==> config.mk <==
export PLATFORM = sky130hd
export DESIGN_NAME = ssr_top
export DESIGN_NICKNAME = d
export VERILOG_FILES = /design/src/core/ssr_pkg.sv /design/src/core/ssr_sync.sv /design/src/core/ssr_top.sv
export VERILOG_INCLUDE_DIRS = /design/src /design/src/core
export SDC_FILE = /design/constraint.sdc
export NUM_CORES = 1
export LEC_CHECK = 0
export ABC_AREA = 1
export BUFFER_PORTS_ARGS = -buffer_cell sky130_fd_sc_hd__buf_4
export CAP_MARGIN = 0
export CORE_MARGIN = 2
export CORE_UTILIZATION = 40
export CTS_CLUSTER_DIAMETER = 200
export DETAILED_ROUTE_END_ITERATION = 12
export PLACE_DENSITY = 0.64
export SLEW_MARGIN = 20
export SYNTH_ARGS = -nofsm -noshare
export SYNTH_HDL_FRONTEND = slang
export SYNTH_SLANG_ARGS = --single-unit
export TNS_END_PERCENT = 10
==> constraint.sdc <==
create_clock -name clk_sys -period 1.2 [get_ports clk_sys]
set_input_delay 0.18 -clock clk_sys [delete_from_list [all_inputs] [get_ports clk_sys]]
set_output_delay 0.18 -clock clk_sys [all_outputs]
set_load 0.02 [all_outputs]
==> src/core/ssr_params.svh <==
// Constants of the status and service-request block.
// Assumes inclusion by bare name from the package and the modules.
`ifndef SSR_PARAMS_SVH
`define SSR_PARAMS_SVH

// Status byte bit positions
`define SSR_BIT_SYNTAX   0
`define SSR_BIT_DREADY   1
`define SSR_BIT_KEY      2
`define SSR_BIT_OPDONE   3
`define SSR_BIT_LIMIT    4
`define SSR_BIT_SPARE5   5
`define SSR_BIT_RQS      6
`define SSR_BIT_SPARE7   7
`define SSR_STATUS_RESET 8'h00

// Zero-reference position
`define SSR_ZREF_W       10
`define SSR_ZREF_DEFAULT 10'h1F4
`define SSR_ZREF_MAX     10'h3FF

// Binary trace-memory transfer
`define SSR_FLAG_WORD    16'hFFFF
`define SSR_TRACE_WORDS  10'h3E9
`define SSR_TRACE_LAST   10'h3E8

// Bus address and poll pin group
`define SSR_ADDR_W       5
`define SSR_PIN_W        7

`endif

==> src/core/ssr_pkg.sv <==
// Types of the status and service-request block.
// Assumes ssr_params.svh is on the include path.
`include "ssr_params.svh"

package ssr_pkg;

	typedef enum logic [1:0] {SSR_SW_CONT, SSR_SW_SINGLE, SSR_SW_MANUAL} ssr_sweep_t;
	typedef enum logic [1:0] {SSR_LIM_OFF, SSR_LIM_SILENT, SSR_LIM_REQ} ssr_limit_t;
	typedef enum logic [1:0] {SSR_DMP_IDLE, SSR_DMP_FLAG, SSR_DMP_DATA, SSR_DMP_EXT} ssr_dump_t;

	// One-cycle command pulses from the command parser
	typedef struct packed {
		logic instrument_preset;
		logic opdone_request_on;
		logic opdone_request_off;
		logic limit_test_with_request;
		logic limit_test_silent;
		logic limit_test_off;
		logic key_echo_with_request;
		logic key_echo_clear;
		logic sweep_continuous_select;
		logic sweep_single_select;
		logic sweep_manual_select;
		logic knob_manual_frequency;
		logic trace_a_clear;
		logic state_recall;
		logic plot_command;
		logic plot_marker_command;
		logic extended_status_dump;
		logic trace_memory_dump;
		logic trace_memory_load;
		logic zero_ref_write;
	} ssr_cmd_t;

	// Condition levels from the measurement engines
	typedef struct packed {
		logic syntax_error;
		logic data_ready;
		logic key_pressed;
		logic sweep_end;
		logic meas_done;
		logic plot_done;
		logic limit_fail;
	} ssr_cond_t;

	typedef struct packed {
		logic [7:0]             status;
		logic [4:0]             cond_prev;
		logic                   opdone_en;
		ssr_limit_t             limit_mode;
		logic                   key_echo_req;
		ssr_sweep_t             sweep_mode;
		logic                   sweep_restart;
		logic [`SSR_ZREF_W-1:0] zero_ref;
		logic [`SSR_ZREF_W-1:0] draw_ref;
		logic                   poll_sel;
		logic [7:0]             dio;
		logic                   dio_oe;
		logic                   data_pend;
		logic                   data_go;
		ssr_dump_t              dump;
		logic [3:0]             mem_reg;
		logic [9:0]             idx;
		logic [15:0]            tx_word;
		logic                   tx_valid;
		logic                   load_act;
		logic                   flag_seen;
		logic [9:0]             widx;
		logic                   wr_en;
		logic [9:0]             wr_addr;
		logic [15:0]            wr_data;
	} ssr_state_t;

endpackage

==> src/core/ssr_sync.sv <==
// Two-flop synchroniser for a group of bus pins.
// Assumes each bit is quasi-static while it is used as a group.
`timescale 1ns/100ps
`default_nettype none

module ssr_sync #(
	parameter int W = 1
) (
	input  wire logic         clk_sys,  // System clock
	input  wire logic         rst_b,    // Async reset, active low
	input  wire logic [W-1:0] pin_in,   // Raw pin levels
	output logic      [W-1:0] sync_out  // Synchronised levels
);

	logic [W-1:0] meta_q;
	logic [W-1:0] sync_q;

	always_ff @(posedge clk_sys or negedge rst_b) begin
		if (!rst_b) begin
			meta_q <= '0;
			sync_q <= '0;
		end else begin
			meta_q <= pin_in;
			sync_q <= meta_q;
		end
	end

	assign sync_out = sync_q;

endmodule

`default_nettype wire

==> src/core/ssr_top.sv <==
// Status byte, service request and side registers of the instrument.
// Assumes commands arrive as one-cycle pulses on clk_sys, conditions are
// levels on clk_sys, and poll pins come straight from the bus.
`timescale 1ns/100ps
`default_nettype none
`include "ssr_params.svh"

module ssr_top
	import ssr_pkg::*;
(
	input  wire logic                   clk_sys,          // System clock 100 MHz
	input  wire logic                   rst_b,            // Async reset, active low
	input  wire ssr_cmd_t               cmd,              // Command pulses
	input  wire ssr_cond_t              cond,             // Condition levels
	input  wire logic [`SSR_ZREF_W-1:0] zero_ref_in,      // Value with zero_ref_write
	input  wire logic [`SSR_ZREF_W-1:0] recall_zero_ref,  // Value with state_recall
	input  wire logic                   draw_start,       // Drawing of an item begins
	input  wire logic                   autorange_busy,   // Autorange in progress
	input  wire logic                   data_req,         // Triggered data request
	input  wire logic                   marker_valid,     // Marker value valid
	input  wire logic [`SSR_ADDR_W-1:0] my_addr,          // Configured bus address
	input  wire logic                   spoll_pin,        // Serial poll mode pin
	input  wire logic                   talk_pin,         // Addressed to talk pin
	input  wire logic [`SSR_ADDR_W-1:0] poll_addr_pin,    // Polled address pins
	output logic                        srq_out,          // Service request, high
	output logic [7:0]                  dio_out,          // Bus data out
	output logic                        dio_oe,           // Bus data drive enable
	output logic [7:0]                  status_byte,      // Status byte view
	output logic [`SSR_ZREF_W-1:0]      zero_ref,         // Zero reference, saved
	output logic [`SSR_ZREF_W-1:0]      draw_zero_ref,    // Reference for drawing
	output logic                        limit_test_en,    // Limit testing on
	output ssr_sweep_t                  sweep_mode,       // Selected sweep mode
	output logic                        sweep_restart,    // Restart pulse
	output logic                        data_go,          // Answer triggered data
	output logic [3:0]                  mem_reg,          // Trace register 0-9
	output logic [9:0]                  mem_rd_idx,       // Trace read index
	input  wire logic [15:0]            mem_rd_data,      // Same-cycle read data
	output logic                        mem_wr_en,        // Trace write pulse
	output logic [9:0]                  mem_wr_idx,       // Trace write index
	output logic [15:0]                 mem_wr_data,      // Trace write data
	output logic [15:0]                 tx_word,          // Outgoing word
	output logic                        tx_valid,         // Outgoing word valid
	input  wire logic                   tx_ready,         // Bus takes the word
	input  wire logic [15:0]            rx_word,          // Incoming word
	input  wire logic                   rx_valid,         // Incoming word valid
	output logic                        rx_ready          // Load accepts the word
);

	function automatic logic [7:0] ssr_bit(input int pos);
		ssr_bit = 8'h01 << pos;
	endfunction

	function automatic logic rise(input logic now, input logic prev);
		rise = now & ~prev;
	endfunction

	ssr_state_t s_q;
	ssr_state_t s_d;

	logic [`SSR_PIN_W-1:0] pins_s;
	logic                  spoll_s;
	logic                  talk_s;
	logic [`SSR_ADDR_W-1:0] addr_s;
	logic                  poll_win;
	logic                  poll_done;
	logic                  op_cond;
	logic [4:0]            cond_now;
	logic [4:0]            cond_rise;
	logic [7:0]            set_bits;
	logic                  clr_op_lim;

	ssr_sync #(
		.W (`SSR_PIN_W)
	) u_sync (
		.clk_sys  (clk_sys),
		.rst_b    (rst_b),
		.pin_in   ({spoll_pin, talk_pin, poll_addr_pin}),
		.sync_out (pins_s)
	);

	assign spoll_s  = pins_s[`SSR_PIN_W-1];
	assign talk_s   = pins_s[`SSR_PIN_W-2];
	assign addr_s   = pins_s[`SSR_ADDR_W-1:0];
	assign poll_win  = spoll_s & talk_s & (addr_s == my_addr);
	assign poll_done = s_q.poll_sel & ~poll_win;
	// Completion source follows the sweep mode; plot_done counts in every mode
	assign op_cond = ((s_q.sweep_mode != SSR_SW_MANUAL) & cond.sweep_end)
		| ((s_q.sweep_mode == SSR_SW_MANUAL) & cond.meas_done)
		| cond.plot_done;

	assign cond_now  = {cond.limit_fail, op_cond, cond.key_pressed,
		cond.data_ready, cond.syntax_error};
	assign cond_rise = {rise(cond_now[4], s_q.cond_prev[4]),
		rise(cond_now[3], s_q.cond_prev[3]),
		rise(cond_now[2], s_q.cond_prev[2]),
		rise(cond_now[1], s_q.cond_prev[1]),
		rise(cond_now[0], s_q.cond_prev[0])};

	assign clr_op_lim = cmd.sweep_continuous_select | cmd.sweep_single_select
		| cmd.sweep_manual_select | cmd.knob_manual_frequency | cmd.trace_a_clear
		| cmd.state_recall | cmd.plot_command | cmd.plot_marker_command;
	always_comb begin
		set_bits = 8'h00;
		if (cond_rise[0]) begin
			set_bits = set_bits | ssr_bit(`SSR_BIT_SYNTAX);
		end
		if (cond_rise[1]) begin
			set_bits = set_bits | ssr_bit(`SSR_BIT_DREADY);
		end
		if (cond_rise[2] && s_q.key_echo_req) begin
			set_bits = set_bits | ssr_bit(`SSR_BIT_KEY);
		end
		if (cond_rise[3] && s_q.opdone_en) begin
			set_bits = set_bits | ssr_bit(`SSR_BIT_OPDONE);
		end
		if (cond_rise[4] && s_q.limit_mode == SSR_LIM_REQ) begin
			set_bits = set_bits | ssr_bit(`SSR_BIT_LIMIT);
		end
		if (set_bits != 8'h00) begin
			set_bits = set_bits | ssr_bit(`SSR_BIT_RQS);
		end
	end

	always_comb begin
		s_d = s_q;
		s_d.cond_prev     = cond_now;
		s_d.sweep_restart = 1'b0;
		s_d.data_go       = 1'b0;
		s_d.wr_en         = 1'b0;

		// Status byte: clears first, new events win over them
		if (poll_done || cmd.instrument_preset) begin
			s_d.status = `SSR_STATUS_RESET;
		end
		if (clr_op_lim) begin
			s_d.status[`SSR_BIT_OPDONE] = 1'b0;
			s_d.status[`SSR_BIT_LIMIT]  = 1'b0;
		end
		s_d.status = s_d.status | set_bits;
		s_d.status[`SSR_BIT_SPARE5] = 1'b0;
		s_d.status[`SSR_BIT_SPARE7] = 1'b0;

		// Serial poll: byte is captured as the device becomes selected
		s_d.poll_sel = poll_win;
		s_d.dio_oe   = poll_win;
		if (poll_win && !s_q.poll_sel) begin
			s_d.dio = s_q.status;
		end

		// Request enables
		if (cmd.opdone_request_on) begin
			s_d.opdone_en = 1'b1;
		end else if (cmd.opdone_request_off) begin
			s_d.opdone_en = 1'b0;
		end
		if (cmd.limit_test_with_request) begin
			s_d.limit_mode = SSR_LIM_REQ;
		end else if (cmd.limit_test_silent) begin
			s_d.limit_mode = SSR_LIM_SILENT;
		end else if (cmd.limit_test_off) begin
			s_d.limit_mode = SSR_LIM_OFF;
		end
		if (cmd.key_echo_with_request) begin
			s_d.key_echo_req = 1'b1;
		end else if (cmd.key_echo_clear) begin
			s_d.key_echo_req = 1'b0;
		end

		// Sweep mode selection
		if (cmd.sweep_continuous_select) begin
			s_d.sweep_mode = SSR_SW_CONT;
		end else if (cmd.sweep_manual_select) begin
			s_d.sweep_mode = SSR_SW_MANUAL;
		end else if (cmd.sweep_single_select) begin
			if (s_q.sweep_mode == SSR_SW_SINGLE) begin
				s_d.sweep_restart = 1'b1;
			end else begin
				s_d.sweep_mode = SSR_SW_SINGLE;
			end
		end

		// Zero reference; the full 10-bit range is legal
		if (cmd.zero_ref_write) begin
			s_d.zero_ref = zero_ref_in;
		end else if (cmd.state_recall) begin
			s_d.zero_ref = recall_zero_ref;
		end
		if (draw_start) begin
			s_d.draw_ref = s_q.zero_ref;
		end

		// Triggered data answer
		if (data_req) begin
			s_d.data_pend = 1'b1;
		end
		if (s_d.data_pend && (marker_valid || !s_q.opdone_en)) begin
			s_d.data_go   = 1'b1;
			s_d.data_pend = 1'b0;
		end

		// Outgoing words: trace dump and extended status
		if (!s_q.tx_valid || tx_ready) begin
			s_d.tx_valid = 1'b0;
			unique case (s_q.dump)
				SSR_DMP_IDLE: begin
				end
				SSR_DMP_FLAG: begin
					s_d.tx_word  = `SSR_FLAG_WORD;
					s_d.tx_valid = 1'b1;
					s_d.idx      = 10'h000;
					s_d.dump     = SSR_DMP_DATA;
				end
				SSR_DMP_DATA: begin
					s_d.tx_word  = mem_rd_data;
					s_d.tx_valid = 1'b1;
					if (s_q.idx == `SSR_TRACE_LAST) begin
						s_d.dump = SSR_DMP_IDLE;
					end else begin
						s_d.idx = s_q.idx + 10'h001;
					end
				end
				SSR_DMP_EXT: begin
					s_d.tx_word  = {6'h00, autorange_busy, autorange_busy, 8'h00};
					s_d.tx_valid = 1'b1;
					s_d.dump     = SSR_DMP_IDLE;
				end
			endcase
		end
		if (s_q.dump == SSR_DMP_IDLE) begin
			if (cmd.trace_memory_dump) begin
				s_d.dump    = SSR_DMP_FLAG;
				s_d.mem_reg = zero_ref_in[3:0];
			end else if (cmd.extended_status_dump) begin
				s_d.dump = SSR_DMP_EXT;
			end
		end

		// Incoming trace load: flag word first, then the data words
		if (cmd.trace_memory_load && !s_q.load_act) begin
			s_d.load_act  = 1'b1;
			s_d.flag_seen = 1'b0;
			s_d.widx      = 10'h000;
			s_d.mem_reg   = zero_ref_in[3:0];
		end else if (s_q.load_act && rx_valid) begin
			if (!s_q.flag_seen) begin
				s_d.flag_seen = (rx_word == `SSR_FLAG_WORD);
			end else begin
				s_d.wr_en   = 1'b1;
				s_d.wr_addr = s_q.widx;
				s_d.wr_data = rx_word;
				s_d.widx    = s_q.widx + 10'h001;
				if (s_q.widx == `SSR_TRACE_LAST) begin
					s_d.load_act = 1'b0;
				end
			end
		end

		// Synchronous preset of zero reference, request enables and pending data request
		if (cmd.instrument_preset) begin
			s_d.zero_ref     = `SSR_ZREF_DEFAULT;
			s_d.opdone_en    = 1'b0;
			s_d.limit_mode   = SSR_LIM_OFF;
			s_d.key_echo_req = 1'b0;
			s_d.data_pend    = 1'b0;
		end
	end

	always_ff @(posedge clk_sys or negedge rst_b) begin
		if (!rst_b) begin
			s_q            <= '0;
			s_q.zero_ref   <= `SSR_ZREF_DEFAULT;
			s_q.draw_ref   <= `SSR_ZREF_DEFAULT;
			s_q.sweep_mode <= SSR_SW_CONT;
			s_q.limit_mode <= SSR_LIM_OFF;
			s_q.dump       <= SSR_DMP_IDLE;
		end else begin
			s_q <= s_d;
		end
	end

	assign srq_out       = s_q.status[`SSR_BIT_RQS];
	assign dio_out       = s_q.dio;
	assign dio_oe        = s_q.dio_oe;
	assign status_byte   = s_q.status;
	assign zero_ref      = s_q.zero_ref;
	assign draw_zero_ref = s_q.draw_ref;
	assign limit_test_en = (s_q.limit_mode != SSR_LIM_OFF);
	assign sweep_mode    = s_q.sweep_mode;
	assign sweep_restart = s_q.sweep_restart;
	assign data_go       = s_q.data_go;
	assign mem_reg       = s_q.mem_reg;
	assign mem_rd_idx    = s_q.idx;
	assign mem_wr_en     = s_q.wr_en;
	assign mem_wr_idx    = s_q.wr_addr;
	assign mem_wr_data   = s_q.wr_data;
	assign tx_word       = s_q.tx_word;
	assign tx_valid      = s_q.tx_valid;
	assign rx_ready      = s_q.load_act;

	a_srq_holds: assert property (@(posedge clk_sys) disable iff (!rst_b)
		(srq_out && !poll_done && !cmd.instrument_preset) |=> srq_out)
		else $error("request line dropped without poll or preset");
	a_spare_bits_zero: assert property (@(posedge clk_sys) disable iff (!rst_b)
		!status_byte[5] && !status_byte[7])
		else $error("unused status bit set");
	a_any_sets_rqs: assert property (@(posedge clk_sys) disable iff (!rst_b)
		(set_bits != 8'h00) |=> status_byte[6] && srq_out)
		else $error("event without service request");
	a_poll_clears: assert property (@(posedge clk_sys) disable iff (!rst_b)
		(poll_done && set_bits == 8'h00) |=> status_byte == 8'h00)
		else $error("status not cleared after poll");
	a_level_no_reset: assert property (@(posedge clk_sys) disable iff (!rst_b)
		(cond.syntax_error && $past(cond.syntax_error) && poll_done)
		|=> !status_byte[0])
		else $error("held condition set its bit again");
	a_opdone_gated: assert property (@(posedge clk_sys) disable iff (!rst_b)
		(!s_q.opdone_en && !status_byte[3] && !clr_op_lim) |=> !status_byte[3])
		else $error("op complete bit set while disabled");
	a_limit_gated: assert property (@(posedge clk_sys) disable iff (!rst_b)
		(s_q.limit_mode != SSR_LIM_REQ && !status_byte[4]) |=> !status_byte[4])
		else $error("limit bit set without request mode");
	a_drive_only_sel: assert property (@(posedge clk_sys) disable iff (!rst_b)
		dio_oe |-> $past(poll_win))
		else $error("bus driven outside serial poll");
	a_poll_shows_byte: assert property (@(posedge clk_sys) disable iff (!rst_b)
		(poll_win && !s_q.poll_sel) |=> dio_oe && dio_out == $past(status_byte))
		else $error("poll byte not status byte");
	a_single_restart: assert property (@(posedge clk_sys) disable iff (!rst_b)
		(cmd.sweep_single_select && !cmd.sweep_continuous_select
		&& !cmd.sweep_manual_select)
		|=> sweep_restart == ($past(sweep_mode) == SSR_SW_SINGLE)
		&& sweep_mode == SSR_SW_SINGLE)
		else $error("single sweep restart wrong");
	a_preset_zref: assert property (@(posedge clk_sys) disable iff (!rst_b)
		cmd.instrument_preset |=> zero_ref == 10'h1F4)
		else $error("preset did not restore zero reference");
	a_flag_first: assert property (@(posedge clk_sys) disable iff (!rst_b)
		(s_q.dump == SSR_DMP_FLAG && (!tx_valid || tx_ready))
		|=> tx_valid && tx_word == 16'hFFFF)
		else $error("trace dump did not start with flag");
	a_marker_wait: assert property (@(posedge clk_sys) disable iff (!rst_b)
		(data_go && $past(s_q.opdone_en)) |-> $past(marker_valid))
		else $error("data answered before marker valid");
endmodule

`default_nettype wire

## Yosys cells after proc, flatten, opt, wreduce, memory -nomap -nowiden

Cells that the tools add are included.
W data, S select, Z words.

| word-level totals | value |
|---|---|
| bits in registers | 133 |
| output and inout port bits | 102 |
| word-level logic and storage cells | 151 |
| input port bits | 99 |

| cells by class | value |
|---|---|
| $add $sub $neg | 2 |
| muxes and demuxes | 47 |
| reduce and logical (&&, ||, !) cells | 36 |
| equality and inequality tests | 13 |
| bitwise gates (word level) | 27 |

Operator list:

| kind | number |
|---|---|
| $pmux W17 S3 | 1 |
| $mux W10 | 4 |
| $mux W39 | 1 |
| $mux W37 | 1 |
| $mux W27 | 1 |
| $mux W2 | 13 |
| $add A10 B1 Y10 const B | 2 |
| $eq A10 B10 Y1 const B | 2 |
| $pmux W10 S2 | 1 |
| $eq A16 B16 Y1 const B | 1 |
| $mux W4 | 4 |
| $reduce_bool A3 Y1 | 5 |
| $mux W7 | 2 |
| $reduce_bool A2 Y1 | 7 |
| $mux W1 | 13 |
| $mux W12 | 1 |
| $and A1 B1 Y1 | 10 |
| $or A1 B1 Y1 | 9 |
| $reduce_and A3 Y1 | 3 |
| $eq A2 B2 Y1 const B | 4 |
| $reduce_and A2 Y1 | 4 |
| $reduce_bool A8 Y1 | 1 |
| $logic_and A1 B1 Y1 | 7 |
| $not A1 Y1 | 7 |
| 13 further kinds | 21 |

## Logic depth before layout (Yosys ltp)

Gate-level depths: netlist of the first run.

| logic depth | value |
|---|---|
| word-level depth | 11 |
| gate-level depth with buffers | 9 |
| gate-level depth less buffers | 9 |

## Modules after synthesis

From an unflattened synthesis of the first run, not the netlist that was laid out.

| unflattened totals | value |
|---|---|
| cell total of the unflattened synthesis | 726 |
| area, all modules | 6376.1 sq um |

By module, submodules not included:

| module | sequential area each (sq um) | cells an instance | times used | area an instance (sq um) |
|---|---|---|---|---|
| ssr_top | 2992.9 | 712 | 1 | 6025.8 |
| ssr_sync | 350.3 | 14 | 1 | 350.3 |

## Worst setup path after synthesis of the first run

Ideal clock, no wire load.

| timing path | value |
|---|---|
| path type | flip-flop to flip-flop |
| start point | register s_q, in the netlist rx_ready |
| end point | register s_q, in the netlist mem_reg[0] |
| arrival | 1.228 ns |
| data required time | 1.075 ns |
| path buffers | 0 |
| setup slack | -0.152 ns |
| setup time | 0.125 ns |
| period minus slack after synthesis | 1.352 ns |
| stages on the path, launching flop included | 5 |
| cell sequence | dfrtp_1 nor2_1 inv_2 nand2_2 mux2_2 |

| between the ends | value |
|---|---|
| longest elaborated chain between the ends | 4 |
| elaborated cells on any way between the ends | 6 |
| those cells by class | mux (1); reduce/logical (5) |

Ends and longest elaborated chain:

| item | RTL line | source |
|---|---|---|
| start, declared | ssr_top.sv:57 | `ssr_state_t s_q;` |
| $logic_not A1 Y1 * | ssr_top.sv:239 | `if (cmd.trace_memory_load && !s_q.load_act) begin` |
| $logic_and A1 B1 Y1 * | ssr_top.sv:239 |  |
| $reduce_bool A2 Y1 (no source line) | -- |  |
| $reduce_and A2 Y1 (no source line) | -- |  |

Every way passes the cells marked *; elsewhere a longest branch is shown, timed or not.
A chain may end at the register's enable or synchronous reset.

## Final worst setup path of the first run

| timing path | value |
|---|---|
| start point | register s_q[108] (netlist name) |
| end point | output port limit_test_en |

| between the ends | value |
|---|---|
| longest elaborated chain between the ends | 1 |

Ends and longest elaborated chain:

| item | RTL line | source |
|---|---|---|
| $reduce_bool A2 Y1 | ssr_top.sv:287 | `assign limit_test_en = (s_q.limit_mode != SSR_LIM_OFF);` |
| end, declared | ssr_top.sv:31 | `output logic limit_test_en,` |

Every way passes these cells.

==> metrics.log, run 1 <==
[metrics] Layout fillers: 1384
[metrics] Port Buf Inserts: 196
[metrics] Arr. time, crit path: 1200 ps
[metrics] post-route insts no fill: 1154
[metrics] fraction of power spent switching nets: 33.7%
[metrics] Max-cap violations: 0
[metrics] Synth Flop Type: dfrtp_1
[metrics] root buffer cell: clkbuf_16
[metrics] number of hold violations in the final report: 0
[metrics] logic depth of the worst register-to-register path: 9
[metrics] post-route clock period utilization: 115%
[metrics] Synthesis Warnings: 0
[metrics] run status: finished with violations
[metrics] H-tree depth: 4
[metrics] count of distinct cell types in the synthesized netlist: 42
[metrics] TritonCTS buffer count: 17
[metrics] row count: 46
[metrics] final routed wire length divided by cell count: 13.4 microns
[metrics] number of antenna cells inserted: 0
[metrics] worst reg2reg endpoint: s_q[71]
[metrics] Post-synth ARST share: 100%
[metrics] DPL Wire Length: 10900 microns
[metrics] violated checks: negative setup slack
[metrics] vias in the first global route: 4977
[metrics] area share of the largest cell type after synthesis: 47.4%
[metrics] GR Overflow Total: 0
[metrics] drt via density: 4.51
[metrics] Detailed Routing Iterations Pass 1: 4
[metrics] unrepaired setup endpoints after global routing: true
[metrics] register-to-register setup slack: -170 ps
[metrics] class of the worst hold path: in2reg
[metrics] setup skew after layout: between 6 and 7 ps
[metrics] Final Routed Wirelength: around 15000 microns
[metrics] buffers from clock root to sink, at most: 2
[metrics] Largest register FFs: 23
[metrics] synthesis-to-layout area growth: 45.1%
[metrics] cell taking the most area after synthesis: dfrtp_1
[metrics] Worst Max-Slew Pin Slew: 536 ps
[metrics] top cells by area in the synthesized netlist: dfrtp_1, buf_4, nand2_1
[metrics] internal power: 0.0115 W
[metrics] Finish-stage setup viols: 42
[metrics] chip height: between 100 and 150 microns
[metrics] start point of the critical path: s_q[108]
[metrics] list of cells traversed by the critical path: or2_4, buf_6
[metrics] launching point of the worst reg2reg path: mem_rd_idx[0]
[metrics] number of clock sinks: about 130
[metrics] met1 wire length: 6730 microns
[metrics] Crit. path cell count: 2
[metrics] global-route wire length before repair: about 24000 microns
[metrics] most common cell in the netlist: nand2_1
[metrics] CTS tree: done
[metrics] switching power total: 0.00583 W
[metrics] number of max-slew violations in the final report: 0
[metrics] cell type group with the largest total delay on the critical path: flip-flops
[metrics] number of standard cells after synthesis: 716
[metrics] startpoint class of the critical path: flop
[metrics] Remaining DRCs: 0
[metrics] Synth top cells by count: nand2_1, dfrtp_1, buf_4
[metrics] Max Freq: 724 MHz
[metrics] initial antenna violation count: 0
[metrics] portion of total power attributed to combinational logic: between 30 and 40%
[metrics] worst vdd ir: around 1100 uV
[metrics] reported leakage power: 4.67 nW
[metrics] Avg Cell Area, Syn: 8.92 sq um
[metrics] Initial Utilization: 40.5%
[metrics] crit path buf inv count: 1
[metrics] placer's final routability congestion estimate: 0.856
[metrics] Worst slew margin: 64.1%
[metrics] Top reg by flops: s_q
[metrics] termination of the worst setup path: limit_test_en
[metrics] clock latency reported for the late side of the worst-skew pair: 410 ps
[metrics] Hold WS: 11.1 ps
[metrics] layout cells sized above 1: 39.7%
[metrics] power density normalized to cell area: 1870 nW/um^2
[metrics] clock-pin slew on the worst setup and hold paths: ~60 ps
[metrics] count of flip-flops with a built-in enable after synthesis: 0
[metrics] type of the worst setup path: reg2out
[metrics] largest incremental delay on the critical path: about 400 ps
[metrics] crit path capture type: primary output
[metrics] Cell Area, Synth: around 6400 sq um
[metrics] clock period minus worst slack: 1380 ps
[metrics] first-iteration detailed-routing DRC count: 241
[metrics] Die X-Extent: 130 microns
[metrics] met2 wire length: 7660 microns
[metrics] Post-layout nets: roughly 1000
[metrics] relative contribution of sequential cells to total power: roughly a third
[metrics] antenna violation net count after detailed routing: 0
[metrics] met3 WL post-DR: approximately 730 microns
[metrics] via count: between 5000 and 6000
[metrics] clock network fraction of total power: 31.4%
[metrics] share of the yosys chip area belonging to registers: 52.4%
[metrics] fin worst setup slack: -181 ps
[metrics] maximum fanout count along the critical path: 2
[metrics] highest routing layer actually used: met4
[metrics] total die area: between 15000 and 20000 sq um
[metrics] worst endpoint required time: 1020 ps
[metrics] maximum number of pins on one net before global-route repair: 32
[metrics] synthesis-stage register bit count: 133
[metrics] number of placed cells counting well taps: 1078
[metrics] slowest library cell on the worst path: dfrtp_1
[metrics] area of the core region: 15800 sq um
[metrics] num ports: roughly 200
[metrics] total routing usage reported by global routing: 17.8%
==> worst min-delay path: stages <==
cell	delay, ps
buf_4	80
a21oi_1	40
nor2_1	80
==> worst min-delay path by stage <==
stage / start / endpoint / depth (start not counted)
after floorplan: rst_b / data_go / 0
after global placement: rst_b / sweep_restart / 1
after detailed placement: rst_b / sweep_mode[0] / 1
after CTS: cmd[3] / s_q[70] / 3
after global routing: zero_ref_in[7] / zero_ref[7] / 3
final: cmd[13] / s_q[107] / 3
==> per-stage QoR <==
| step | worst slack [ps] | total power, W | utilization, % | setup TNS [ps] | instance area (sq um) |
|---|---|---|---|---|---|
| final | -181 | 0.0173 | 58.7 | -3230 | 9260 |
| after global routing | -248 | 0.0182 | 58.7 | -6790 | 9260 |
| after CTS | -164 | 0.0171 | 57.4 | -3680 | 9050 |
| after detailed placement | -151 | 0.0113 | 50.0 | -3810 | 7890 |
| after global placement | -124 | 0.0112 | 50.0 | -2720 | 7890 |
| after floorplan | -111 | 0.00969 | - | -2080 | 6430 |
==> cells in the final DEF, fill, tap and decap left out, types with 4 or more instances in the layout <==
cell type	n
nand2_1	155
nand3_1	27
buf_12	7
dfrtp_1	117
nand3_4	5
nor2_2	6
conb_1	4
dlygate4sd3_1	36
nand2_2	9
clkbuf_16	17
clkinv_4	4
inv_2	6
mux2_4	4
a31oi_1	8
dfrtp_2	4
inv_1	75
mux2i_1	4
mux2_2	10
clkinvlp_4	4
buf_4	210
o21ai_0	17
o21ai_1	17
buf_6	42
nor3_1	7
nand4_1	7
nor2_4	4
a21oi_1	37
nor2_1	39
dfstp_2	12
==> logic make-up after synthesis <==
group                    after synthesis  share of synthesized area (%)
other                                  1                         0.0587
flip-flops                           133                           52.4
XOR/XNOR                               3                          0.412
adder cells (fa/ha/maj)                4                          0.784
buffers and inverters                193                           17.4
AO/OA/AOI/OAI                         90                           7.58
AND/OR/NAND/NOR                      274                           18.3
multiplexers                          18                           3.10
==> repair_timing <==
action | CTS | global route
gates resized for setup | 41 | 58
cloned | 1 | 0
endpoints found under the setup margin | 91 | 109
hold buffers | 36 | 0
buffers inserted | 3 | 4
pin swaps | 1 | 14
endpoints found under the hold margin | 162 | 0
==> power by group through the flow <==
stage          sequential, W  clock, W  combinational, W
2_1_floorplan        0.00589         0           0.00380
3_3_place_gp         0.00598         0           0.00524
3_5_place_dp         0.00598         0           0.00533
4_1_cts              0.00593   0.00554           0.00563
5_1_grt              0.00607   0.00575           0.00638
6_report             0.00596   0.00543           0.00589
==> routing by layer <==
| metal | GRT usage, % | up-vias |
|---|---|---|
| met2 | 28.9 | 137 |
| met4 | 6.26 | 0 |
| li1 | - | 2599 |
| met3 | 4.06 | 24 |
| met5 | 0 | - |
| met1 | 23.7 | 2441 |
==> final cells by class <==
cell class              instances  area, sq um  area share (%)
repair buffers                295         2550            27.5
clock buffers                  17          425            4.59
flip-flops and latches        133         3350            36.1
well taps                     216          270            2.92
clock inverters                15          196            2.12
multi-input cells             394         2150            23.2
inverters                      84          324            3.50
Note: power is estimated with default switching activity, not from simulation.
==> run 2, diff against run 1 <==
--- a/config.mk
+++ b/config.mk
@@ -17,5 +17,6 @@
 export SLEW_MARGIN = 20
 export SYNTH_ARGS = -nofsm -noshare
 export SYNTH_HDL_FRONTEND = slang
+export SYNTH_HIERARCHICAL = 1
 export SYNTH_SLANG_ARGS = --single-unit
 export TNS_END_PERCENT = 10
==> metrics.log, run 2 <==
[metrics] highest-count cells in the layout ignoring fill and taps: buf_4, nand2_1, dfrtp_1
[metrics] Post-synth ARST share: 100% (unchanged)
[metrics] Worst slew margin: 62.5% (-1.6 points)
[metrics] number of hold violations in the final report: 0 (unchanged)
[metrics] number of standard cells after synthesis: 726 (+1.4%)
[metrics] post-route clock period utilization: 123% (+7.5 points)
[metrics] most common cell after layout, fill and taps aside: buf_4
[metrics] Final Routed Wirelength: 15200 microns (-1.7%)
[metrics] Hold WS: 21.2 ps (+10.1 ps)
[metrics] layout cells sized above 1: 39.3% (-0.38 points)
[metrics] power density normalized to cell area: 1820 nW/um^2 (-2.6%)
[metrics] violated checks: negative setup slack
[metrics] vias in the first global route: 5008 (+0.62%)
[metrics] DPL Wire Length: 10900 microns (about the same)
[metrics] Detailed Routing Iterations Pass 1: 4 (unchanged)
[metrics] number of clock sinks: 133 (unchanged)
[metrics] global-route wire length before repair: 24100 microns (+0.15%)
[metrics] Initial Utilization: 40.6% (+0.093 points)
[metrics] clock network fraction of total power: 32.2% (+0.8 points)
[metrics] Max Freq: 680 MHz (-6.1%)
[metrics] total die area: 17000 sq um (-0.13%)
[metrics] synthesis-stage register bit count: 133 (unchanged)
[metrics] fraction of power spent switching nets: 32.7% (-1.0 points)
[metrics] row count: 46 (unchanged)
[metrics] area of the core region: 15700 sq um (-0.36%)
[metrics] Die X-Extent: 130 microns (about the same)
[metrics] Largest register FFs: 23 (unchanged)
[metrics] count of flip-flops with a built-in enable after synthesis: 0 (unchanged)
[metrics] number of placed cells counting well taps: 1093 (+1.4%)
[metrics] synthesis-to-layout area growth: 44.2%
[metrics] most common cell in the netlist: nand2_1
[metrics] run status: finished with violations
[metrics] Synth Flop Type: dfrtp_1
[metrics] unrepaired setup endpoints after global routing: true
[metrics] GR Overflow Total: 0 (unchanged)
[metrics] Layout fillers: 1391 (+0.51%)
[metrics] crit path capture type: flop
[metrics] critical hold path startpoint: cond[1]
[metrics] cell taking the most area after synthesis: dfrtp_1
[metrics] post-route insts no fill: 1163 (+0.78%)
[metrics] internal power: 0.0113 W (-1.8%)
[metrics] launching point of the worst reg2reg path: mem_rd_idx[0]
[metrics] root buffer cell: clkbuf_16
[metrics] top cells by area in the synthesized netlist: dfrtp_1, buf_4, nand2_1
[metrics] antenna violation net count after detailed routing: 0 (unchanged)
[metrics] Top reg by flops: s_q
[metrics] Synthesis Warnings: 6 (+6)
[metrics] worst endpoint required time: 1510 ps (+490 ps)
[metrics] initial antenna violation count: 0 (unchanged)
[metrics] placer's final routability congestion estimate: 0.787 (-8.1%)
[metrics] startpoint class of the critical path: flop
[metrics] total routing usage reported by global routing: 18.0% (+0.12 points)
[metrics] final setup TNS: -5010 ps (-1780 ps)
[metrics] Post-layout nets: 1037 (+0.88%)
[metrics] start point of the critical path: mem_rd_idx[0]
[metrics] relative contribution of sequential cells to total power: 35.2% (+0.7 points)
[metrics] switching power total: 0.00546 W (-6.3%)
[metrics] fin worst setup slack: -271 ps (-89.9 ps)
[metrics] setup skew after layout: 8.95 ps (+2.77 ps)
[metrics] drt via density: 4.48 (-0.56%)
[metrics] via count: 5212 (+0.21%)
[metrics] reported leakage power: 4.76 nW (+2.1%)
[metrics] Cell Area, Synth: 6380 sq um (-0.14%)
[metrics] portion of total power attributed to combinational logic: 32.6% (-1.5 points)
[metrics] num ports: 201 (unchanged)
[metrics] Worst Max-Slew Pin Slew: 560 ps (+24.2 ps)
[metrics] maximum fanout count along the critical path: 7 (+5)
[metrics] Max-cap violations: 0 (unchanged)
[metrics] crit path buf inv count: 3 (+2)
[metrics] Avg Cell Area, Syn: 8.78 sq um (-1.5%)
[metrics] share of the yosys chip area belonging to registers: 52.4% (+0.072 points)
[metrics] TritonCTS buffer count: 17 (unchanged)
[metrics] clock period minus worst slack: 1470 ps (+89.9 ps)
[metrics] slowest library cell on the worst path: dfrtp_1
[metrics] CTS tree: done
[metrics] final routed wire length divided by cell count: 13.1 microns (-2.5%)
[metrics] largest incremental delay on the critical path: 390 ps (about the same)
[metrics] Synth top cells by count: nand2_1, dfrtp_1, buf_4
[metrics] clock-pin slew on the worst setup and hold paths: 60 ps (about the same)
[metrics] count of distinct cell types in the synthesized netlist: 42 (unchanged)
[metrics] register-to-register setup slack: -270 ps (-100 ps)
[metrics] Port Buf Inserts: 196 (unchanged)
[metrics] maximum number of pins on one net before global-route repair: 40 (+25%)
[metrics] worst vdd ir: 1030 uV (-7.8%)
[metrics] list of cells traversed by the critical path: inv_2, ha_2, nand2_2, nor2_2, nand4_1, nand3_4, buf_6, nand3_2, nand2_2, inv_2
[metrics] H-tree depth: 4 (unchanged)
[metrics] Finish-stage setup viols: 46 (+9.5%)
[metrics] type of the worst setup path: reg2reg
[metrics] number of max-slew violations in the final report: 0 (unchanged)
[metrics] overall power: 0.0167 W (-3.3%)
[metrics] class of the worst hold path: in2reg
[metrics] area share of the largest cell type after synthesis: 47.5% (+0.065 points)
[metrics] Remaining DRCs: 0 (unchanged)
[metrics] clock latency reported for the late side of the worst-skew pair: 410 ps (about the same)
[metrics] total placed instance area: 7860 sq um (-0.46%)
[metrics] Final Instance Area: 9190 sq um (-0.77%)
[metrics] number of antenna cells inserted: 0 (unchanged)
[metrics] buffers from clock root to sink, at most: 2 (unchanged)
[metrics] Arr. time, crit path: 1780 ps (+580 ps)
[metrics] first-iteration detailed-routing DRC count: 185 (-23%)
[metrics] chip height: 130 microns (about the same)
[metrics] cell type group with the largest total delay on the critical path: simple AND/OR/NAND/NOR gates
-- run 2: changes by cell type after synthesis, sizes merged, moves of 2 or more --
cell,previous run,this run
mux2,14,7
a32oi,0,6
a31oi,8,2
xor2,2,0
o21ai,37,29
inv,84,88
nor2,50,57
nand3,34,37
nand2,167,169
a21oi,38,46
-- run 2: worst register-to-register path, stage by stage, from the launching register on --
cell,delay (ps)
dfrtp_1,390
inv_2,70
ha_2,170
nand2_2,50
nor2_2,90
nand4_1,160
nand3_4,160
buf_6,120
nand3_2,60
nand2_2,80
inv_2,30
-- run 2: layout make-up --
cell class,instances,area [sq um],share of cell area [%]
flip-flops and latches,133,3350,36.4
well taps,216,270,2.94
clock inverters,13,171,1.86
multi-input cells,397,2100,22.8
clock buffers,19,443,4.82
repair buffers,296,2530,27.5
inverters,89,337,3.66
-- run 2: path summary, 6_finish.rpt --
check | end | depth (start not counted)
worst max-delay path | s_q[71] | 10
worst min-delay path | s_q[114] | 3
worst max register to register | s_q[71] | 10
worst min register to register | u_sync/sync_out[0] | 0
max in group asynchronous | s_q[71] | 3
min in group asynchronous | sweep_mode[0] | 2
-- run 2: through the flow --
step	setup slack [ps]	util, %
floorplan	-83.1	-
global placement	-157	50.0
detailed placement	-209	50.0
CTS	-188	57.4
global route	-366	58.5
finish	-271	58.5
-- run 2: cells by family (layout without fill, tap and decap cells) --
group / Yosys count / count (layout) / synth area share, %
mux: 10 / 10 / 1.71
xor+xnor: 2 / 2 / 0.275
buf+inv: 199 / 417 / 17.7
simple gates: 286 / 286 / 19.2
flops: 133 / 133 / 52.4
compound gates: 91 / 91 / 7.85
other cells: 1 / 4 / 0.0588
fa+ha+maj: 4 / 4 / 0.785
-- run 2: power by group through the flow --
stage	combinational [W]	clock, W	sequential (W)
2_1_floorplan	0.00352	0	0.00586
3_3_place_gp	0.00490	0	0.00589
3_5_place_dp	0.00496	0	0.00591
4_1_cts	0.00528	0.00550	0.00586
5_1_grt	0.00595	0.00569	0.00598
6_report	0.00545	0.00538	0.00588
-- run 2: routing by layer --
| metal | routed length, microns | up-vias | global-route usage, % |
|---|---|---|---|
| met5 | 0 | - | 0 |
| met4 | 343 | 0 | 7.46 |
| met3 | 751 | 26 | 3.98 |
| met2 | 7500 | 118 | 29.8 |
| met1 | 6590 | 2446 | 22.8 |
| li1 | - | 2622 | - |
-- run 2: repair_timing --
action                                  in CTS  in global routing
hold buffers                                32                  0
gates resized for setup                     56                 53
hold endpoints to repair                   161                  0
pin swaps                                    5                 11
endpoints found under the setup margin      60                108
buffers inserted                             4                  2
==> run 3, diff against run 2 <==
--- a/config.mk
+++ b/config.mk
@@ -9,6 +9,7 @@
 export ABC_AREA = 1
 export BUFFER_PORTS_ARGS = -buffer_cell sky130_fd_sc_hd__buf_4
 export CAP_MARGIN = 0
+export CORE_ASPECT_RATIO = 1.5
 export CORE_MARGIN = 2
 export CORE_UTILIZATION = 40
 export CTS_CLUSTER_DIAMETER = 200
==> metrics.log, run 3 (same netlist as run 2, synthesis figures left out) <==
[metrics] switching power total: 0.00535 W (-2.1%)
[metrics] register-to-register setup slack: -150 ps (+120 ps)
[metrics] cell repeated most along the worst path: buf_6
[metrics] post-route insts no fill: 1149 (-1.2%)
[metrics] fin worst setup slack: -155 ps (+116 ps)
[metrics] drt via density: 4.54 (+1.3%)
[metrics] most common cell after layout, fill and taps aside: buf_4
[metrics] total die area: 17000 sq um (+0.12%)
[metrics] GR Overflow Total: 0 (unchanged)
[metrics] crit path capture type: primary output
[metrics] clock period minus worst slack: 1360 ps (-116 ps)
[metrics] internal power: 0.0107 W (-5.1%)
[metrics] clock latency reported for the late side of the worst-skew pair: 400 ps (about the same)
[metrics] layout cells sized above 1: 38.6% (-0.70 points)
[metrics] launching point of the worst reg2reg path: mem_rd_idx[1]
[metrics] placer's final routability congestion estimate: 0.853 (+8.4%)
[metrics] maximum fanout count along the critical path: 2 (-5)
[metrics] initial antenna violation count: 0 (unchanged)
[metrics] number of max-slew violations in the final report: 0 (unchanged)
[metrics] worst slack after detailed placement: -180 ps (+28.5 ps)
[metrics] area of the core region: 15600 sq um (-0.56%)
[metrics] worst vdd ir: 1050 uV (+2.0%)
[metrics] first-iteration detailed-routing DRC count: 174 (-5.9%)
[metrics] Final Routed Wirelength: 15300 microns (+0.66%)
[metrics] Max-cap violations: 0 (unchanged)
[metrics] antenna violation net count after detailed routing: 0 (unchanged)
[metrics] worst reg2reg endpoint: s_q[71]
[metrics] Die X-Extent: 107 microns (-18%)
[metrics] buffers from clock root to sink, at most: 2 (unchanged)
[metrics] CTS tree: done
[metrics] Remaining DRCs: 0 (unchanged)
[metrics] relative contribution of sequential cells to total power: 36.8% (+1.6 points)
[metrics] power density normalized to cell area: 1770 nW/um^2 (-2.8%)
[metrics] chip height: 159 microns (+22%)
[metrics] H-tree depth: 4 (unchanged)
[metrics] Worst slew margin: 63.9% (+1.4 points)
[metrics] number of clock sinks: 133 (unchanged)
[metrics] highest-count cells in the layout ignoring fill and taps: buf_4, nand2_1, dfrtp_1
[metrics] worst endpoint required time: 1020 ps (-490 ps)
[metrics] post-route clock period utilization: 113% (-9.7 points)
[metrics] root buffer cell: clkbuf_16
[metrics] number of hold violations in the final report: 0 (unchanged)
[metrics] clock-pin slew on the worst setup and hold paths: 60 ps (about the same)
[metrics] via count: 5214 (+0.038%)
[metrics] total routing usage reported by global routing: 17.9% (-0.019 points)
[metrics] type of the worst setup path: reg2out
[metrics] row count: 56 (+22%)
[metrics] list of cells traversed by the critical path: buf_6, buf_6, buf_6
[metrics] hold path depth: 2 (-1)
[metrics] final routed wire length divided by cell count: 13.3 microns (+1.9%)
[metrics] Arr. time, crit path: 1180 ps (-600 ps)
[metrics] logic depth of the worst register-to-register path: 10 (unchanged)
[metrics] fraction of power spent switching nets: 33.4% (+0.68 points)
[metrics] unrepaired setup endpoints after global routing: true
[metrics] portion of total power attributed to combinational logic: 32.5% (about the same)
[metrics] Port Buf Inserts: 196 (unchanged)
[metrics] class of the worst hold path: in2reg
[metrics] startpoint class of the critical path: flop
[metrics] Largest register FFs: 23 (unchanged)
[metrics] DPL Wire Length: 11300 microns (+3.4%)
[metrics] Initial Utilization: 40.8% (+0.23 points)
[metrics] Finish-stage setup viols: 47 (+2.2%)
[metrics] violated checks: negative setup slack
[metrics] Hold EP: mem_reg[0]
[metrics] Post-layout nets: 1036 (-0.096%)
[metrics] number of placed cells counting well taps: 1079 (-1.3%)
[metrics] synthesis-to-layout area growth: 42.3%
[metrics] Hold WS: 19.6 ps (-1.63 ps)
[metrics] final setup TNS: -3350 ps (+1660 ps)
[metrics] Layout fillers: 1415 (+1.7%)
[metrics] global-route wire length before repair: 23800 microns (-0.92%)
[metrics] clock network fraction of total power: 30.8% (-1.4 points)
[metrics] largest incremental delay on the critical path: 420 ps (+30 ps)
[metrics] Worst Max-Slew Pin Slew: 539 ps (-21.4 ps)
[metrics] TritonCTS buffer count: 17 (unchanged)
[metrics] vias in the first global route: 5005 (-0.060%)
[metrics] Detailed Routing Iterations Pass 1: 4 (unchanged)
[metrics] number of antenna cells inserted: 0 (unchanged)
[metrics] critical hold path startpoint: zero_ref_in[0]
[metrics] slowest library cell on the worst path: dfrtp_2
[metrics] Top reg by flops: s_q
[metrics] maximum number of pins on one net before global-route repair: 37 (-7.5%)
[metrics] reported leakage power: 4.73 nW (-0.71%)
[metrics] Max Freq: 738 MHz (+8.6%)
[metrics] setup skew after layout: 10.7 ps (+1.72 ps)
[metrics] num ports: 201 (unchanged)
[metrics] run status: finished with violations
[run 3: metrics by stage]
step	area, sq um	util [%]	total power (W)
2_1_floorplan	6420	-	0.00938
5_1_grt	9070	58.1	0.0170
3_3_place_gp	7860	50.3	0.0108
4_1_cts	8910	57.0	0.0161
3_5_place_dp	7860	50.3	0.0109
6_report	9070	58.1	0.0160
[run 3: critical path: cells and delay by family, from the launching register on]
family	cells	cell delay, ps
flops	1	420
buf+inv	3	360
[run 3: power groups by stage]
stage	Combinational [W]	Clock, W	Sequential [W]
floorplan	0.00352	0	0.00586
global placement	0.00490	0	0.00591
detailed placement	0.00495	0	0.00593
CTS	0.00515	0.00505	0.00587
global route	0.00569	0.00527	0.00601
finish	0.00521	0.00493	0.00589
[run 3: final cells by class]
| class | instances | area, sq um | area share (%) |
|---|---|---|---|
| sequential | 133 | 3350 | 36.9 |
| timing repair buffer | 295 | 2520 | 27.7 |
| multi-input combinational | 397 | 2050 | 22.6 |
| clock buffer | 19 | 443 | 4.88 |
| inverter | 89 | 334 | 3.68 |
| tap | 203 | 254 | 2.80 |
| clock inverter | 13 | 123 | 1.35 |
[run 3: timing repair]
item,4_1_cts,5_1_grt
hold buffers,26,0
endpoints found under the setup margin,47,110
buffers inserted,8,4
endpoints found under the hold margin,67,0
gates resized for setup,48,44
pin swaps,1,9
[run 3: worst max-delay path by stage]
stage / start / end
after floorplan: mem_rd_idx[0] / mem_rd_idx[4]
after global placement: mem_rd_idx[0] / mem_rd_idx[6]
after detailed placement: mem_rd_idx[0] / mem_rd_idx[6]
after CTS: mem_rd_idx[0] / s_q[71]
after global routing: mem_rd_idx[0] / mem_rd_idx[6]
final: rx_ready / rx_ready
[run 3: metal layers]
layer  up-vias  global-route usage (%)  wire, microns
li1       2617                       -              -
met1      2441                    21.3           6090
met2       134                    31.5           8210
met3        22                    4.42            695
met4         0                    6.31            289
met5         -                       0              0
